<file path="src/hdl/txfsc_pkg.sv">
package txfsc_pkg;
  // Register indices (word addresses)
  localparam logic [7:0] ADDR_FRAMES_128_TO_255   = 8'h37;
  localparam logic [7:0] ADDR_FRAMES_256_TO_511   = 8'h38;
  localparam logic [7:0] ADDR_FRAMES_512_TO_1023  = 8'h39;
  localparam logic [7:0] ADDR_FRAMES_1024_PLUS    = 8'h3a;
  localparam logic [7:0] ADDR_UNDERFLOW_ABORTS    = 8'h3b;
  localparam logic [7:0] ADDR_SINGLE_COLLISION    = 8'h3c;
  // Counter widths
  localparam int BIN_W  = 32;
  localparam int UFL_W  = 10;
  localparam int SCOL_W = 18;
  // Bin boundaries in bytes
  localparam logic [15:0] LEN_BIN0_MIN = 16'h0080;
  localparam logic [15:0] LEN_BIN1_MIN = 16'h0100;
  localparam logic [15:0] LEN_BIN2_MIN = 16'h0200;
  localparam logic [15:0] LEN_BIN3_MIN = 16'h0400;
  // Reset value of all counters
  localparam logic [31:0] CNT_RESET = 32'h0000_0000;
  // Saturation ceilings, one per counter width
  localparam logic [31:0] BIN_MAX   = 32'hffff_ffff;
  localparam logic [9:0]  UFL_MAX   = 10'h3ff;
  localparam logic [17:0] SCOL_MAX  = 18'h3ffff;
endpackage

</file>
<file path="src/hdl/txfsc_counters.sv">
`timescale 1ns/100ps
// Function
// - Count each good frame of 128 to 255 bytes in the small bin.
// - Count each good frame of 256 to 511 bytes in the medium bin.
// - Count each good frame of 512 to 1023 bytes in the large bin.
// - Count each good frame of 1024 bytes or more in the jumbo bin.
// - Size-bin counters saturate at all-ones and never wrap.
// - Reading a size-bin counter returns its count and clears it.
// - A 10-bit counter counts frames aborted by transmit buffer underflow.
// - Underflow aborts count only in cut-through mode, never in store-and-forward.
// - The underflow counter saturates at 10-bit all-ones and clears on read.
// - An 18-bit counter counts good frames sent after exactly one collision.
// - With PLCA enabled the single-collision counter counts logical collisions.
// - The single-collision counter saturates at 18-bit all-ones, clears on read.
// - Unused upper bits of the narrow counters read as zero.
// - Binning length spans destination address through FCS, padding included.
module txfsc_counters (
  input  wire logic        MCLK,
  input  wire logic        RESETN,
  input  wire logic        TX_DONE,
  input  wire logic        TX_OK,
  input  wire logic [15:0] TX_LEN,
  input  wire logic        TX_UNDERFLOW,
  input  wire logic        CUT_THROUGH,
  input  wire logic        PHY_SINGLE_COL,
  input  wire logic        PLCA_SINGLE_COL,
  input  wire logic        PLCA_ENABLE,
  input  wire logic        RD_EN,
  input  wire logic [7:0]  RD_ADDR,
  output logic [31:0]      RD_DATA,
  output logic             RD_VALID
);

  //////////////////////////////////////////////////////////////////////////
  // State
  typedef struct packed {
    logic [3:0][31:0] bin;
    logic [9:0]       ufl;
    logic [17:0]      scol;
    logic [31:0]      rdata;
    logic             rvalid;
  } txfsc_state_t;

  txfsc_state_t st;
  txfsc_state_t next_st;

  logic [3:0] bin_hit;
  logic [3:0] bin_rd;
  logic       ufl_inc;
  logic       scol_inc;
  logic       good;
  logic       col_one;

  //////////////////////////////////////////////////////////////////////////
  // Event decode
  // TX_LEN is the MAC's DA-to-FCS count with pad, so no adjustment here
  always_comb begin
    good = TX_DONE & TX_OK;
    bin_hit[0] = good && TX_LEN >= txfsc_pkg::LEN_BIN0_MIN
                 && TX_LEN < txfsc_pkg::LEN_BIN1_MIN;
    bin_hit[1] = good && TX_LEN >= txfsc_pkg::LEN_BIN1_MIN
                 && TX_LEN < txfsc_pkg::LEN_BIN2_MIN;
    bin_hit[2] = good && TX_LEN >= txfsc_pkg::LEN_BIN2_MIN
                 && TX_LEN < txfsc_pkg::LEN_BIN3_MIN;
    bin_hit[3] = good && TX_LEN >= txfsc_pkg::LEN_BIN3_MIN;
    // Store-and-forward cannot starve mid-frame, so gate with the mode
    ufl_inc  = TX_DONE & TX_UNDERFLOW & CUT_THROUGH;
    col_one  = PLCA_ENABLE ? PLCA_SINGLE_COL : PHY_SINGLE_COL;
    scol_inc = good & col_one;
    bin_rd[0] = RD_EN && RD_ADDR == txfsc_pkg::ADDR_FRAMES_128_TO_255;
    bin_rd[1] = RD_EN && RD_ADDR == txfsc_pkg::ADDR_FRAMES_256_TO_511;
    bin_rd[2] = RD_EN && RD_ADDR == txfsc_pkg::ADDR_FRAMES_512_TO_1023;
    bin_rd[3] = RD_EN && RD_ADDR == txfsc_pkg::ADDR_FRAMES_1024_PLUS;
  end

  //////////////////////////////////////////////////////////////////////////
  // Next state: read clears, event in the same cycle as the read leaves one
  always_comb begin
    next_st = st;
    next_st.rvalid = RD_EN;
    next_st.rdata  = txfsc_pkg::CNT_RESET;
    for (int i = 0; i < 4; i++) begin
      if (bin_rd[i]) begin
        next_st.rdata  = st.bin[i];
        next_st.bin[i] = {31'h0, bin_hit[i]};
      end else if (bin_hit[i] && st.bin[i] != txfsc_pkg::BIN_MAX) begin
        next_st.bin[i] = st.bin[i] + 32'h1;
      end
    end
    if (RD_EN && RD_ADDR == txfsc_pkg::ADDR_UNDERFLOW_ABORTS) begin
      next_st.rdata = {22'h0, st.ufl};
      next_st.ufl   = {9'h0, ufl_inc};
    end else if (ufl_inc && st.ufl != txfsc_pkg::UFL_MAX) begin
      next_st.ufl = st.ufl + 10'h1;
    end
    if (RD_EN && RD_ADDR == txfsc_pkg::ADDR_SINGLE_COLLISION) begin
      next_st.rdata = {14'h0, st.scol};
      next_st.scol  = {17'h0, scol_inc};
    end else if (scol_inc && st.scol != txfsc_pkg::SCOL_MAX) begin
      next_st.scol = st.scol + 18'h1;
    end
  end

  //////////////////////////////////////////////////////////////////////////
  // Registers
  always_ff @(posedge MCLK or negedge RESETN) begin
    if (!RESETN) begin
      st <= '0;
    end else begin
      st <= next_st;
    end
  end

  assign RD_DATA  = st.rdata;
  assign RD_VALID = st.rvalid;

endmodule

</file>
<file path="config.mk">
export PLATFORM = sky130hd
export DESIGN_NAME = txfsc_counters
export DESIGN_NICKNAME = d
export VERILOG_FILES = /design/src/hdl/txfsc_pkg.sv /design/src/hdl/txfsc_counters.sv
export SDC_FILE = /design/constraint.sdc
export NUM_CORES = 1
export LEC_CHECK = 0
export ABC_CLOCK_PERIOD_IN_PS = 2400
export BUFFER_PORTS_ARGS = -buffer_cell sky130_fd_sc_hd__buf_2
export CAP_MARGIN = 20
export CELL_PAD_IN_SITES_DETAIL_PLACEMENT = 0
export CELL_PAD_IN_SITES_GLOBAL_PLACEMENT = 1
export CORE_ASPECT_RATIO = 1.25
export CORE_MARGIN = 2
export CORE_UTILIZATION = 43
export DETAILED_ROUTE_END_ITERATION = 16
export GPL_TIMING_DRIVEN = 1
export PLACE_DENSITY = 0.84
export SLEW_MARGIN = 5
export SYNTH_ARGS = -nofsm -noshare
export SYNTH_HDL_FRONTEND = slang
export SYNTH_SLANG_ARGS = --single-unit
export TNS_END_PERCENT = 20
</file>
<file path="constraint.sdc">
create_clock -name MCLK -period 2.4 [get_ports MCLK]
set_input_delay 0.24 -clock MCLK [delete_from_list [all_inputs] [get_ports MCLK]]
set_output_delay 0.24 -clock MCLK [all_outputs]
set_load 0.02 [all_outputs]
</file>
==> metrics.yaml, run 1 <==
drt:
  vias_per_cell: 6.31
  wirelength_um: 34400
  postRouteAntennaNets: 0
  vias: 10700
  drc_errors: 0
  drtIter0Drc: 964
  drt-wirelength-per-cell_um: 20.3
  drt_pass1_iterations: 5
place:
  dp_hpwl_um: 25400
  pre_cts_slack_ns: 0.0806
  port_buffers: 59
  gp_congestion: 0.937
layout:
  nets: 1382
  regArea_sq_um: 4730
  final_cell_mix: "dfrtp_1 (189), nand2_1 (116), a21oi_1 (97), nor2_1 (88)"
  area_delta_synth_final_pct: 14.0
  multi_input_area_sq_um: 5850
  fillers: 2460
  layout-drive-gt1-share: 0.155
  mostFrequentLayoutCell: "dfrtp_1"
sta:
  fmax_mhz: 441
  tightest_slew_ns: 0.758
  period_minus_slack_ns: 2.27
  finalMaxSlewViolations: 0
  rsz0062_at_grt: "false"
  post-route-period-util: 0.945
  setup_tns_ns: 0
  fin_ws_ns: 0.132
  setup_viol: 0
  relSlewSlack: 0.491
  hold_violations: 0
  finalClockSkew_ns: 0.00902
clock_network:
  root_buffer: "clkbuf_16"
  cts-buffers-inserted: 17
  cts_buffer_depth: 2
  clock_sinks: 189
  cts_tree: "yes"
  path_clk_slew_ns: 0.08
  h-tree-depth: 4
  worstSkewPairLatency_ns: 0.45
power:
  vdd.ir_drop.worst_mv: 0.419
  p_per_area_nw_per_um2: 535
  p_leak_nw: 5.29
critical_path:
  cp-start-kind: "register"
  reg2reg_from: "st[125]$_DFFE_PN0P_"
  worstSetupPathType: "reg -> reg"
  slowest_delay_ns: 0.50
  cp-end-kind: "register"
  cp_max_fo: 6
  worst_ep_arrival_time_ns: 2.65
  cpMaxStageDelayCell: "or4_1"
  path_buf_inv: 0
  cpLargestDelayFamily: "simple AND/OR/NAND/NOR gates"
  crit_path_cell_trace: "ha_1 -> and3_1 -> nand4_2 -> or3_1 -> or4_1 -> a21oi_1"
  startpoint: "st[125]$_DFFE_PN0P_"
  critPathRequiredTime_ns: 2.78
floorplan:
  dieArea_sq_um: 27200
  die_height_um: 184
  start_util: 0.439
  die-width_um: 148
  row_count: 65
  pin_count: 67
  core-area_sq_um: 25400
logic_synthesis:
  synth-edff-count: 0
  yosysUniqueCellTypes: 71
  synthCells: 1276
  ys_async_sr_fraction: 1.00
  synth.net_count: 1316
  synth_top_area_cell: "dfrtp_1"
  syn_area_sq_um: 11200
  ys_warn_count: 0
  synth_top_area_frac: 0.424
  syn_area_per_cell_sq_um: 8.74
  ys_top_cells_by_area: "dfrtp_1 (42%), a21oi_1 (4.4%), o21ai_0 (3.9%), nand2_1 (3.9%), or4_1 (3.4%)"
  ys_seq_elements: 189
  seq_area_frac_synth: 0.424
  synth_flop_cell: "dfrtp_1"
grt:
  antenna_found_initial: 0
  grt_pass1_vias: 10100
  grt-busiest-layer: "met2"
  use_met1: 0.332
  grtUsageMet2: 0.438
  grt_use_total: 0.256
  grt_overflow: 0
  use_met3: 0.0397
  grt_start_max_net_pins: 70
  grt_pass1_wl_um: 54800
worst_hold_path:
  hp-class: "in -> reg"
  hold_path_startpoint: "RD_ADDR[1]"
job:
  cap_violations: 0
outcome:
  outcome: "complete, no violations"
-- repair_timing --
| action | in CTS | in global routing |
|---|---|---|
| gates resized for setup | 0 | 1 |
| setup endpoints to repair | 0 | 8 |
| buffers inserted | 0 | 1 |
| hold endpoints to repair | 65 | 1 |
| hold buffers | 1 | 1 |
-- power by group --
group	switching (mW)	leakage (nW)	internal, mW
Clock	1.40	0.283	1.40
Sequential	0.175	2.59	3.30
Combinational	0.324	2.42	0.205
-- synth_stat cells (10+ instances only) --
cell      count
a31oi_1      15
xnor2_1      22
inv_1        18
o22ai_1      13
a21oi_1      97
or4_1        51
and3_1       26
o211ai_1     17
nand4_1      52
and4_1       27
dfrtp_1     189
buf_4        32
or3_1        45
clkbuf_1     61
mux2i_1      11
nor2_1       88
nor4_1       15
o31ai_1      45
nand3_1      69
nand2_1     116
nand2b_1     10
o21ai_0      88
a22oi_1      33
nor3_1       17
-- path summary, 6_finish.rpt --
path | end | slack [ns] | cells past startpoint
min | RD_DATA[7]$_DFF_PN0_ | 0.25 | 3
min in group asynchronous | st[44]$_DFFE_PN0P_ | 0.37 | 2
min reg2reg | st[50]$_DFFE_PN0P_ | 0.53 | 2
max | st[155]$_DFFE_PN0P_ | 0.13 | 6
max in group asynchronous | st[65]$_DFFE_PN0P_ | 1.29 | 3
max reg2reg | st[155]$_DFFE_PN0P_ | 0.13 | 6
-- cells by family (layout without fill, tap and decap cells) --
| logic type | after synthesis | count (layout) | synth area share |
|---|---|---|---|
| simple gates | 556 | 556 | 0.277 |
| compound gates | 364 | 364 | 0.208 |
| flops | 189 | 189 | 0.424 |
| buf+inv | 124 | 203 | 0.0535 |
| xor+xnor | 25 | 25 | 0.0196 |
| mux | 12 | 12 | 0.0109 |
| fa+ha+maj | 6 | 6 | 0.00673 |
| other cells | 0 | 2 | 0 |
-- worst min-delay path: stages --
cell and delay, ns:
buf_2 0.18, o211ai_1 0.12, a31oi_1 0.11
-- sequential cells by signal, indices dropped and copies added, names as in the netlist --
register and count:
st 156, RD_DATA 32, RD_VALID 1
-- layer usage --
layer  part of all wire  vias up
li1                   -     4991
met1               0.41     5292
met2               0.50      342
met3              0.064       53
met4              0.026        0
met5                  0        -
-- metrics by stage --
step / hold WS [ns] / std cells / instance area [sq um] / total power [mW] / util
after floorplan: -0.0556 / 1276 / 11200 / 3.76 / -
after global routing: 0.232 / 1690 / 12700 / 7.08 / 0.501
final: 0.250 / 1692 / 12700 / 6.80 / 0.501
after global placement: 0.300 / 1655 / 12100 / 4.03 / 0.478
after detailed placement: 0.306 / 1655 / 12100 / 4.05 / 0.478
after CTS: 0.00843 / 1688 / 12700 / 6.83 / 0.500
-- cell type report --
class | count | area share
multi-input cells | 963 | 0.460
diodes | 2 | 0.000394
repair buffers | 153 | 0.0847
clock inverters | 14 | 0.00965
flip-flops and latches | 189 | 0.372
clock buffers | 18 | 0.0345
inverters | 18 | 0.00531
well taps | 335 | 0.0330
(Power assumes the default switching activity.)
==> inputs of run 2 (changes only) <==
PLACE_DENSITY = 0.8   (was 0.84)
SLEW_MARGIN = not set   (was 5)
==> metrics.yaml, run 2 (synthesis gave the netlist of run 1 again) <==
critical_path:
  cp-end-kind: "register"  # unchanged
  worstSetupPathType: "reg -> reg"  # unchanged
  crit_path_cell_trace: "ha_1 -> and3_1 -> nand4_2 -> or3_1 -> or4_1 -> a21oi_1"  # unchanged
  cpLargestDelayFamily: "simple AND/OR/NAND/NOR gates"  # unchanged
  critPathRequiredTime_ns: 2.77  # was 2.78 ns
  worst_ep_arrival_time_ns: 2.60  # was 2.65 ns
  slowest_delay_ns: 0.49  # was 0.50 ns
  cp_max_fo: 6  # unchanged
  path_buf_inv: 0  # unchanged
  cp-start-kind: "register"  # unchanged
  cpMaxStageDelayCell: "or4_1"  # unchanged
floorplan:
  pin_count: 67  # unchanged
  die-width_um: 148  # unchanged
  start_util: 0.439  # unchanged
  dieArea_sq_um: 27200  # unchanged
  die_height_um: 184  # unchanged
  core-area_sq_um: 25400  # unchanged
  row_count: 65  # unchanged
drt:
  drt-wirelength-per-cell_um: 20.2  # was 20.3 um
  vias_per_cell: 6.25  # was 6.31
  drc_errors: 0  # unchanged
  vias: 10700  # about the same
  postRouteAntennaNets: 0  # unchanged
  drtIter0Drc: 758  # was 964
  drt_pass1_iterations: 6  # was 5
  wirelength_um: 34400  # about the same
grt:
  grt_overflow: 0  # unchanged
  grt_pass1_vias: 9905  # was 10100
  grt_use_total: 0.256  # about the same
  grt_pass1_wl_um: 54300  # was 54800 um
  grt_start_max_net_pins: 69  # was 70
  antenna_found_initial: 0  # unchanged
layout:
  fillers: 2419  # was 2460
  mostFrequentLayoutCell: "dfrtp_1"  # unchanged
  area_delta_synth_final_pct: 15.8  # was 14.0%
  final_util: 0.509  # was 0.501
  multi_input_area_sq_um: 5860  # was 5850 sq um
  layout-drive-gt1-share: 0.163  # was 0.155
  largest_reg_flops: 156  # unchanged
  regMostFlops: "st"  # unchanged
  regArea_sq_um: 4730  # unchanged
  post-route-cell-area_sq_um: 12900  # was 12700 sq um
  nets: 1396  # was 1382
  final_cell_mix: "dfrtp_1 (189), nand2_1 (116), buf_4 (99), a21oi_1 (97), nor2_1 (88)"  # was dfrtp_1 (189), nand2_1 (116), a21oi_1 (97), nor2_1 (88)
power:
  sw_frac_of_total: 0.253  # was 0.279
  p_int_mw: 5.30  # was 4.90 mW
  combPwrFrac: 0.076  # was 0.078
  p_clk_frac: 0.435  # was 0.411
  switchingPower_mw: 1.80  # was 1.90 mW
  p_per_area_nw_per_um2: 549  # was 535 nW/um^2
  p_leak_nw: 5.39  # was 5.29 nW
  vdd.ir_drop.worst_mv: 0.487  # was 0.419 mV
  p_seq_frac: 0.489  # was 0.511
job:
  cap_violations: 0  # unchanged
place:
  port_buffers: 59  # unchanged
  gp_congestion: 0.888  # was 0.937
  post_dp_cell_area_sq_um: 12300  # was 12100 sq um
  dp_hpwl_um: 25500  # was 25400 um
sta:
  rsz0062_at_grt: "false"  # unchanged
  setup_viol: 0  # unchanged
  fmax_mhz: 450  # was 441 MHz
  post-route-period-util: 0.927  # was 0.945
  finalMaxSlewViolations: 0  # unchanged
  relSlewSlack: 0.544  # was 0.491
  hold_ws_ns: 0.276  # was 0.250 ns
  setup_tns_ns: 0  # unchanged
  period_minus_slack_ns: 2.22  # was 2.27 ns
  hold_violations: 0  # unchanged
  finalClockSkew_ns: 0.00930  # was 0.00902 ns
  tightest_slew_ns: 0.679  # was 0.758 ns
clock_network:
  worstSkewPairLatency_ns: 0.45  # about the same
  cts-buffers-inserted: 17  # unchanged
  root_buffer: "clkbuf_16"  # unchanged
  h-tree-depth: 4  # unchanged
  cts_buffer_depth: 2  # unchanged
  cts_tree: "yes"  # unchanged
  clock_sinks: 189  # unchanged
  cts_setup_buffers: 0  # unchanged
  path_clk_slew_ns: 0.07  # was 0.08 ns
worst_hold_path:
  hp-class: "in -> reg"  # unchanged
outcome:
  outcome: "complete, no violations"  # unchanged
## run 2: cell types whose count changed in the layout (fill, tap and decap cells not counted)
cell       previous run  this run
buf_12                5         7
buf_4                87        99
bufinv_16             0         4
clkbuf_1              0         2
diode_2               2         1
inv_6                 7         4
inv_8                 3         0
o311ai_0              4         5
o311ai_1              2         1
o31ai_1              45        44
o31ai_2               1         2
## run 2: what timing repair did
action / CTS / global route
hold buffers: 2 / 0
hold endpoints to repair: 65 / 0
setup endpoints to repair: 0 / 1
gates resized for setup: 0 / 1
## run 2: final timing paths
path                                          start                   end  slack, ns  cells past startpoint
worst min-delay path                     RD_ADDR[1]  RD_DATA[7]$_DFF_PN0_       0.28                      3
worst min register to register   st[50]$_DFFE_PN0P_    st[50]$_DFFE_PN0P_       0.53                      2
worst max-delay path            st[125]$_DFFE_PN0P_   st[155]$_DFFE_PN0P_       0.18                      6
max in group asynchronous                    RESETN  RD_DATA[9]$_DFF_PN0_       1.31                      3
min in group asynchronous                    RESETN    st[44]$_DFFE_PN0P_       0.36                      2
worst max register to register  st[125]$_DFFE_PN0P_   st[155]$_DFFE_PN0P_       0.18                      6
## run 2: cell type report
class,instances,area share
Timing Repair Buffer,167,0.0935
Multi-Input combinational cell,963,0.454
Inverter,18,0.00523
Clock inverter,12,0.0141
Antenna cell,1,0.000194
Sequential cell,189,0.366
Clock buffer,20,0.0346
Tap cell,335,0.0325
## run 2: per-stage QoR
step | cells | total power [mW] | worst slack (ns)
floorplan | 1276 | 3.76 | 0.167
global placement | 1670 | 4.05 | 0.132
detailed placement | 1670 | 4.06 | 0.0987
CTS | 1704 | 7.14 | 0.126
global route | 1704 | 7.38 | 0.0146
finish | 1705 | 7.09 | 0.175
## run 2: worst min-delay path, stage by stage
cell and delay, ns:
buf_2 0.20, o211ai_1 0.12, a31oi_1 0.11
## run 2: routing by layer
metal | GRT usage | vias to the layer above | share of wire
met3 | 0.0407 | 65 | 0.059
met5 | 0 | - | 0
met4 | 0.0998 | 0 | 0.032
li1 | - | 4999 | -
met2 | 0.425 | 374 | 0.49
met1 | 0.336 | 5222 | 0.42
## run 2: power by group through the flow
stage          Combinational (mW)  Clock (mW)  Sequential (mW)
6_report                    0.539        3.09             3.47
5_1_grt                     0.608        3.29             3.48
4_1_cts                     0.541        3.14             3.46
3_5_place_dp                0.538           0             3.53
3_3_place_gp                0.525           0             3.52
2_1_floorplan               0.274           0             3.48
